[config.mk]
export PLATFORM = sky130hd
export DESIGN_NAME = sptm_timer
export DESIGN_NICKNAME = d
export VERILOG_FILES = /design/src/verilog/sptm_pkg.sv /design/src/verilog/sptm_timer.sv
export VERILOG_INCLUDE_DIRS = /design/src /design/src/verilog
export SDC_FILE = /design/constraint.sdc
export NUM_CORES = 1
export LEC_CHECK = 0
export BUFFER_PORTS_ARGS = -buffer_cell sky130_fd_sc_hd__buf_2
export CAP_MARGIN = 25
export CORE_ASPECT_RATIO = 0.75
export CORE_MARGIN = 5
export CORE_UTILIZATION = 51
export CTS_BUF_LIST = sky130_fd_sc_hd__clkbuf_2
export DETAILED_ROUTE_END_ITERATION = 8
export GPL_TIMING_DRIVEN = 0
export PLACE_DENSITY = 0.75
export SLEW_MARGIN = 15
export SYNTH_ARGS = -nofsm -noshare
export SYNTH_HDL_FRONTEND = slang
export SYNTH_SLANG_ARGS = --single-unit
export TNS_END_PERCENT = 50
[constraint.sdc]
create_clock -name clock -period 2.1 [get_ports clock]
set_clock_uncertainty 0.2 [all_clocks]
set_input_delay 0.42 -clock clock [delete_from_list [all_inputs] [get_ports clock]]
set_output_delay 0.42 -clock clock [all_outputs]
set_load 0.005 [all_outputs]
[src/verilog/sptm_defs.svh]
// register address, field positions, reset values and timing counts for the split timer block
`ifndef SPTM_DEFS_SVH
`define SPTM_DEFS_SVH

`define SPTM_TMR_C_CTRL_ADDR 8'hC8
`define SPTM_TMR_C_CTRL_RESET 8'h00
// bits 4 and 1 are unused and always read back as zero
`define SPTM_TMR_C_CTRL_MASK 8'hED

`define SPTM_BIT_HIGH_OVF 7
`define SPTM_BIT_LOW_OVF 6
`define SPTM_BIT_LOW_IRQ_EN 5
`define SPTM_BIT_SPLIT 3
`define SPTM_BIT_RUN 2
`define SPTM_BIT_EXT_CLK 0

// divided system clock and divided external clock ratios
`define SPTM_SYS_DIV 12
`define SPTM_EXT_DIV 8

`endif

[src/verilog/sptm_pkg.sv]
// types shared by the split timer block
package sptm_pkg;

	// operating modes of the first and second timers
	typedef enum logic [1:0]
	{
		SPTM_MODE_13BIT = 2'h0,
		SPTM_MODE_16BIT = 2'h1,
		SPTM_MODE_8RELOAD = 2'h2,
		SPTM_MODE_SPLIT = 2'h3
	} sptm_mode_t;

	// third timer control register fields, msb first
	typedef struct packed
	{
		logic highOverflow;
		logic lowOverflow;
		logic lowIrqEnable;
		logic unused4;
		logic splitEnable;
		logic run;
		logic unused1;
		logic extClockSelect;
	} sptm_ctrl_t;

	// per-timer controls of the first and second timers
	typedef struct packed
	{
		sptm_mode_t mode;
		logic run;
		logic counterSelect;
		logic gate;
	} sptm_ab_cfg_t;

endpackage

[src/verilog/sptm_timer.sv]
// split timer block: first/second timer split mode and the third auto-reload timer
//
// Contract
// RULE1: mode 3 splits first timer into bytes
// RULE2: low byte uses first timer's own controls
// RULE3: low byte counts clock or external edges
// RULE4: high byte is a timer only
// RULE5: high byte runs on second timer's run
// RULE6: high byte overflow sets second timer flag
// RULE7: second timer: no external clock, no flag
// RULE8: second timer overflow still drives baud/converter
// RULE9: second timer stops only in mode 3
// RULE10: third timer high overflow sets high flag
// RULE11: high flag requests interrupt, software clears
// RULE12: low byte overflow always sets low flag
// RULE13: low flag interrupts when both enables set
// RULE14: split bit picks two 8-bit or 16-bit
// RULE15: run bit gates high byte in split
// RULE16: clock is system_clock/12 or external/8
// RULE17: per-byte selects pick system or external source
// RULE18: unused control bits read zero, ignore writes
// RULE19: reload on the same tick as flag
// RULE20: control register resets to zero
`timescale 1ns/10ps
`include "sptm_defs.svh"

module sptm_timer
#(
	parameter int SYS_DIV = `SPTM_SYS_DIV,
	parameter int EXT_DIV = `SPTM_EXT_DIV
)
(
	input wire logic clock,
	input wire logic rst_n,
	input wire logic clockEnable,
	input wire logic [7:0] sfrAddr,
	input wire logic sfrWrite,
	input wire logic [7:0] sfrWrData,
	input wire logic sfrRead,
	output logic [7:0] sfrRdData,
	input wire sptm_pkg::sptm_ab_cfg_t tmrACfg,
	input wire sptm_pkg::sptm_ab_cfg_t tmrBCfg,
	input wire logic abTick,
	input wire logic tmrAPin,
	input wire logic tmrBPin,
	input wire logic tmrAGatePin,
	input wire logic tmrBGatePin,
	input wire logic tmrAFlagClear,
	input wire logic tmrBFlagClear,
	output logic tmrAOverflowFlag,
	output logic tmrBOverflowFlag,
	output logic tmrBOverflowPulse,
	output logic [15:0] tmrACount,
	output logic [15:0] tmrBCount,
	input wire logic tmrCExtClock,
	input wire logic tmrCHighClockSelect,
	input wire logic tmrCLowClockSelect,
	input wire logic [15:0] tmrCReload,
	input wire logic tmrCIrqEnable,
	output logic tmrCIrq,
	output logic [15:0] tmrCCount
);

	initial
	begin
		if (SYS_DIV < 2 || SYS_DIV > 256 || EXT_DIV < 2 || EXT_DIV > 256)
		begin
			$error("sptm_timer: divider out of range");
		end
	end

	////////////////////////////////////////////////////////////////////////////////
	// state

	sptm_pkg::sptm_ctrl_t ctrl_reg, ctrl_next;
	logic [15:0] cntA_reg, cntA_next;
	logic [15:0] cntB_reg, cntB_next;
	logic [15:0] cntC_reg, cntC_next;
	logic tfA_reg, tfA_next;
	logic tfB_reg, tfB_next;
	logic bPulse_reg, bPulse_next;
	logic [7:0] sysDiv_reg, sysDiv_next;
	logic [7:0] extDiv_reg, extDiv_next;
	logic pinAPrev_reg, pinBPrev_reg, extPrev_reg;
	logic [7:0] rdData_reg, rdData_next;

	////////////////////////////////////////////////////////////////////////////////
	// step of a mode 0/1/2 timer: returns {overflow, new count}

	function automatic logic [16:0] sptm_step(input logic [15:0] cnt, input sptm_pkg::sptm_mode_t m);
		logic [13:0] c13;
		logic [16:0] r;
		c13 = {1'b0, cnt[15:8], cnt[4:0]} + 14'h0001;
		r = {1'b0, cnt};
		case (m)
			sptm_pkg::SPTM_MODE_13BIT:
				r = {c13[13], c13[12:5], cnt[7:5], c13[4:0]};
			sptm_pkg::SPTM_MODE_16BIT:
				r = {1'b0, cnt} + 17'h00001;
			sptm_pkg::SPTM_MODE_8RELOAD:
				r = (cnt[7:0] == 8'hFF) ? {1'b1, cnt[15:8], cnt[15:8]} : {1'b0, cnt[15:8], cnt[7:0] + 8'h01};
			default:
				r = {1'b0, cnt};
		endcase
		return r;
	endfunction

	////////////////////////////////////////////////////////////////////////////////
	// tick sources and run conditions

	logic aSplit;
	logic aEdge, bEdge, extEdge;
	logic aRun, bRun;
	logic aLowTick, aHighTick, bTick;
	logic sysDivTick, extDivTick, cLowTick, cHighTick;
	logic cSplit, cHighOv, cLowOv;
	logic aLowOv, aHighOv, aFullOv, bOv;
	logic ctrlWrite;
	logic [16:0] aStep, bStep;

	assign aSplit = (tmrACfg.mode == sptm_pkg::SPTM_MODE_SPLIT); // RULE1
	assign aEdge = pinAPrev_reg & ~tmrAPin;
	assign bEdge = pinBPrev_reg & ~tmrBPin;
	assign extEdge = ~extPrev_reg & tmrCExtClock;
	assign aRun = tmrACfg.run & (~tmrACfg.gate | tmrAGatePin); // RULE2
	// in split mode the second timer is run by its mode alone
	assign bRun = aSplit ? (tmrBCfg.mode != sptm_pkg::SPTM_MODE_SPLIT) // RULE9
		: (tmrBCfg.run & (~tmrBCfg.gate | tmrBGatePin));
	assign aLowTick = clockEnable & aRun & (tmrACfg.counterSelect ? aEdge : abTick); // RULE3
	assign aHighTick = clockEnable & aSplit & tmrBCfg.run & abTick; // RULE4 RULE5
	assign bTick = clockEnable & bRun
		& ((tmrBCfg.counterSelect & ~aSplit) ? bEdge : abTick); // RULE7
	assign aStep = sptm_step(cntA_reg, tmrACfg.mode);
	assign bStep = sptm_step(cntB_reg, tmrBCfg.mode);
	assign aLowOv = aSplit & aLowTick & (cntA_reg[7:0] == 8'hFF);
	assign aHighOv = aHighTick & (cntA_reg[15:8] == 8'hFF);
	assign aFullOv = ~aSplit & aLowTick & aStep[16];
	assign bOv = bTick & bStep[16];

	assign sysDivTick = clockEnable & (sysDiv_reg == 8'(SYS_DIV - 1));
	assign extDivTick = clockEnable & extEdge & (extDiv_reg == 8'(EXT_DIV - 1));
	// per-byte select picks system clock, else the shared source
	assign cLowTick = tmrCLowClockSelect ? clockEnable // RULE17
		: (ctrl_reg.extClockSelect ? extDivTick : sysDivTick); // RULE16
	assign cHighTick = tmrCHighClockSelect ? clockEnable
		: (ctrl_reg.extClockSelect ? extDivTick : sysDivTick);
	assign cSplit = ctrl_reg.splitEnable; // RULE14
	assign cLowOv = cSplit ? (cLowTick & (cntC_reg[7:0] == 8'hFF)) // RULE15
		: (ctrl_reg.run & cLowTick & (cntC_reg[7:0] == 8'hFF));
	assign cHighOv = cSplit ? (ctrl_reg.run & cHighTick & (cntC_reg[15:8] == 8'hFF))
		: (ctrl_reg.run & cLowTick & (cntC_reg == 16'hFFFF)); // RULE10
	assign ctrlWrite = clockEnable & sfrWrite & (sfrAddr == `SPTM_TMR_C_CTRL_ADDR);

	////////////////////////////////////////////////////////////////////////////////
	// next state

	always_comb
	begin
		ctrl_next = ctrl_reg;
		cntA_next = cntA_reg;
		cntB_next = cntB_reg;
		cntC_next = cntC_reg;
		tfA_next = tfA_reg;
		tfB_next = tfB_reg;
		bPulse_next = 1'b0;
		sysDiv_next = sysDiv_reg;
		extDiv_next = extDiv_reg;
		rdData_next = rdData_reg;
		if (clockEnable)
		begin
			// dividers
			sysDiv_next = sysDivTick ? 8'h00 : sysDiv_reg + 8'h01;
			if (extEdge)
			begin
				extDiv_next = extDivTick ? 8'h00 : extDiv_reg + 8'h01;
			end
			// first timer
			if (aSplit)
			begin
				if (aLowTick)
				begin
					cntA_next[7:0] = cntA_reg[7:0] + 8'h01; // RULE1
				end
				if (aHighTick)
				begin
					cntA_next[15:8] = cntA_reg[15:8] + 8'h01; // RULE4
				end
			end
			else if (aLowTick)
			begin
				cntA_next = aStep[15:0];
			end
			// second timer
			if (bTick)
			begin
				cntB_next = bStep[15:0];
			end
			bPulse_next = bOv; // RULE8
			// flags: a hardware set wins over a clear in the same cycle
			if (tmrAFlagClear)
			begin
				tfA_next = 1'b0;
			end
			if (aLowOv | aFullOv)
			begin
				tfA_next = 1'b1; // RULE2
			end
			if (tmrBFlagClear)
			begin
				tfB_next = 1'b0;
			end
			if (aSplit ? aHighOv : bOv) // RULE6 RULE7
			begin
				tfB_next = 1'b1;
			end
			// third timer control register
			if (ctrlWrite)
			begin
				ctrl_next = sfrWrData & `SPTM_TMR_C_CTRL_MASK; // RULE18
			end
			if (cHighOv)
			begin
				ctrl_next.highOverflow = 1'b1; // RULE11
			end
			if (cLowOv)
			begin
				ctrl_next.lowOverflow = 1'b1; // RULE12
			end
			// third timer counting with reload on overflow
			if (cSplit)
			begin
				if (cLowTick)
				begin
					cntC_next[7:0] = cLowOv ? tmrCReload[7:0] : cntC_reg[7:0] + 8'h01; // RULE19
				end
				if (ctrl_reg.run & cHighTick)
				begin
					cntC_next[15:8] = cHighOv ? tmrCReload[15:8] : cntC_reg[15:8] + 8'h01;
				end
			end
			else if (ctrl_reg.run & cLowTick)
			begin
				cntC_next = cHighOv ? tmrCReload : cntC_reg + 16'h0001; // RULE19
			end
			// register read
			if (sfrRead)
			begin
				rdData_next = (sfrAddr == `SPTM_TMR_C_CTRL_ADDR)
					? (ctrl_reg & `SPTM_TMR_C_CTRL_MASK) : 8'h00; // RULE18
			end
		end
	end

	////////////////////////////////////////////////////////////////////////////////
	// registers

	always_ff @(posedge clock or negedge rst_n)
	begin
		if (!rst_n)
		begin
			ctrl_reg <= `SPTM_TMR_C_CTRL_RESET; // RULE20
			cntA_reg <= 16'h0000;
			cntB_reg <= 16'h0000;
			cntC_reg <= 16'h0000;
			tfA_reg <= 1'b0;
			tfB_reg <= 1'b0;
			bPulse_reg <= 1'b0;
			sysDiv_reg <= 8'h00;
			extDiv_reg <= 8'h00;
			pinAPrev_reg <= 1'b0;
			pinBPrev_reg <= 1'b0;
			extPrev_reg <= 1'b0;
			rdData_reg <= 8'h00;
		end
		else if (clockEnable)
		begin
			ctrl_reg <= ctrl_next;
			cntA_reg <= cntA_next;
			cntB_reg <= cntB_next;
			cntC_reg <= cntC_next;
			tfA_reg <= tfA_next;
			tfB_reg <= tfB_next;
			bPulse_reg <= bPulse_next;
			sysDiv_reg <= sysDiv_next;
			extDiv_reg <= extDiv_next;
			pinAPrev_reg <= tmrAPin;
			pinBPrev_reg <= tmrBPin;
			extPrev_reg <= tmrCExtClock;
			rdData_reg <= rdData_next;
		end
	end

	assign sfrRdData = rdData_reg;
	assign tmrAOverflowFlag = tfA_reg;
	assign tmrBOverflowFlag = tfB_reg;
	assign tmrBOverflowPulse = bPulse_reg;
	assign tmrACount = cntA_reg;
	assign tmrBCount = cntB_reg;
	assign tmrCCount = cntC_reg;
	assign tmrCIrq = tmrCIrqEnable & (ctrl_reg.highOverflow // RULE11
		| (ctrl_reg.lowOverflow & ctrl_reg.lowIrqEnable)); // RULE13
endmodule

==> metrics.txt <==
DRC=0; clock slew at reported path FFs=0.21 ns; Placement Cell Area=6020 sq um; CP Data Arrival Time=2.52 ns; leakage=3.03 nW; I/O pin count=118; Seq/Total Area, Yosys=39.2%; GRT Overall Usage=23.5%; routed via count=5,360; Die Y=97.8 um; PwrDens=572 nW/um^2; post-route worst setup slack=-0.201 ns; Worst path max stage delay=0.45 ns; diode count=0; Port Buf Inserts=113; width of the die=127 um; commonest cells after routing, fill and taps aside=118 x buf_2, 70 x nand2_1, 70 x dfrtp_1; async set or reset register ratio after synthesis=100%; cell area after layout=6800 sq um; Iter 0 DRT Violations=506; root buf cell=clkbuf_2; RSZ-0062 raised after global routing=true; CTS max path bufs=2; first-pass GRT wire length=24.5 mm; antenna violations before repair=0; Final Hold Fails=0; worst-skew pair later-pin latency=0.52 ns; Tmin final=2.30 ns; slowest CP cell=dfrtp_1; share of layout cells above drive strength 1=32.2%; nets=828; Yosys warnings=0; Syn-to-layout area delta=29.7%; Hold Crit Class=input port to flop; failing checks=setup timing; CTS tree=done; # rows=32; Most used DFF post-synth=dfrtp_1; post-DR vias/cell=5.97; fill cell count=831; Worst Tran Pin Value=0.541 ns; Slew Limit Fails=0; Core ar.=10,200 sq um; commonest non-fill, non-tap cell in the layout=buf_2; CP Data Required Time=2.32 ns; Initial Util=51.5%; period utilisation layout=110%; GR peak layer=met2; outcome=finished, violations left; number of flops mapped to enable cells by yosys=0; Seq cells post-synth=82; pin count of the biggest net entering global routing=49; Slew HR=64.0%; Max Cap Viol=0; Final setup viols=11; htree depth=3; Crit path max-delay family=compound AO/OA/AOI/OAI gates; die area=12,400 sq um; final core utilization=66.8%; total gr overflow=0; Syn Area/Cell=9.03 sq um; WL final=15.2 mm; CTS Buf Count=9; CP cell instances=ha_2 > and4bb_2 > a41o_1 > a221oi_4 > buf_6 > buf_4 > nor4_1 > a211oi_1; Post-DP HPWL=10.5 mm; Detailed Routing Iterations Pass 1=5; gpl congestion=0.893; final antenna-violating net count=0; Bufs and invs on worst path=2; DR WL/cell=16.9 um; f_max=435 MHz; kind of end point of the critical path=flop; CP startpoint kind=flop; synth unique cells=85; met2 Use GR=38.6%; VDD IR max=0.000388 V; clock sink count=82; Synth Instances=580; vias in the first global route=5,039; met3 Track Usage GR=4.54%; M1 GR Usage=32.6%; worst setup path category=flop to flop; worst-path fanout max=9; Synth Cell Area=5240 sq um
-- power by group --
part           leakage [nW]  internal (W)  switching [W]
Clock                0.0511      0.000140       0.000531
Sequential             1.04       0.00180       0.000305
Combinational          1.93      0.000568       0.000542
-- what timing repair did --
| action | in CTS | in global routing |
|---|---|---|
| pin swaps | 11 | 5 |
| endpoints found under the setup margin | 43 | 51 |
| hold endpoints to repair | 102 | 1 |
| hold buffers | 29 | 1 |
| setup buffers | 13 | 12 |
| gates resized for setup | 38 | 29 |
-- synth_stat cells, types with 4 or more instances --
cell	number	area [sq um]
mux2i_1	8	80.1
and4_1	7	61.3
a21boi_0	4	30.0
buf_2	7	35.0
ha_1	11	138
a22o_1	7	61.3
a211oi_1	6	45.0
clkbuf_1	15	56.3
nand2_1	72	270
inv_1	22	82.6
nor2b_1	4	25.0
buf_4	4	30.0
nand3_1	33	165
nor2_1	26	97.6
and2_1	5	31.3
nand4_1	9	56.3
a31oi_1	14	87.6
a311oi_1	4	35.0
nand2b_1	6	37.5
mux2_2	9	101
xnor2_1	14	123
o22ai_1	4	25.0
nor3b_1	5	37.5
o21ai_0	31	155
nor3_1	7	35.0
o2bb2ai_1	6	52.6
dfrtp_1	82	2050
o31ai_1	7	52.6
a21o_1	5	37.5
and3_1	17	106
o41ai_1	8	70.1
a21oi_1	31	155
xor2_1	7	61.3
-- kinds of logic after synthesis --
family	share of synthesized area [%]
AND/OR/NAND/NOR	23.0
AO/OA/AOI/OAI	23.7
flip-flops	39.2
buffers and inverters	4.18
XOR/XNOR	3.51
multiplexers	3.68
adder cells (fa/ha/maj)	2.63
other	0.0716
-- metal layers --
layer	vias up	routed length, um
met5	-	0
li1	2545	-
met4	0	138
met2	222	7260
met3	13	1030
met1	2580	6750
-- per-stage QoR --
| stage | total power, W | hold WS [ns] | std cells | setup TNS [ns] | setup WS (ns) |
|---|---|---|---|---|---|
| 2_1_floorplan | 0.00262 | -0.0756 | 581 | -0.263 | -0.0760 |
| 3_3_place_gp | 0.00297 | 0.262 | 830 | -40.23 | -0.503 |
| 3_5_place_dp | 0.00302 | 0.211 | 831 | -17.32 | -0.564 |
| 4_1_cts | 0.00386 | 0.00813 | 886 | -1.06 | -0.195 |
| 5_1_grt | 0.00414 | 0.0545 | 898 | -2.26 | -0.287 |
| 6_report | 0.00389 | 0.100 | 898 | -1.42 | -0.201 |
-- worst reg2reg max path, stage by stage, from the launching register on --
cell and delay, ns:
dfrtp_1 0.45, ha_2 0.19, and4bb_2 0.26, a41o_1 0.21
a221oi_4 0.30, buf_6 0.18, buf_4 0.12, nor4_1 0.05
a211oi_1 0.24
-- worst paths after layout --
path	startpoint	to	slack, ns	cells after the start
min reg2reg	sfrRdData[7]	sfrRdData[7]	0.31	2
max reg2reg	sysDiv_reg[1]	tmrCCount[12]	-0.20	8
max in group asynchronous	rst_n	tmrCCount[2]	0.92	3
max	sysDiv_reg[1]	tmrCCount[12]	-0.20	8
min in group asynchronous	rst_n	tmrACount[0]	0.17	2
min	tmrCExtClock	extDiv_reg[0]	0.10	3
-- area by class of cell --
class | instances | area, sq um | share of cell area, %
Multi-Input combinational cell | 449 | 3170 | 46.6
Sequential cell | 82 | 2070 | 30.4
Timing Repair Buffer | 169 | 1090 | 16.0
Tap cell | 136 | 170 | 2.50
Buffer | 26 | 145 | 2.14
Inverter | 22 | 82.6 | 1.22
Clock buffer | 10 | 50.0 | 0.737
Clock inverter | 4 | 21.3 | 0.313
No activity file was read; power rests on OpenSTA's default activity.
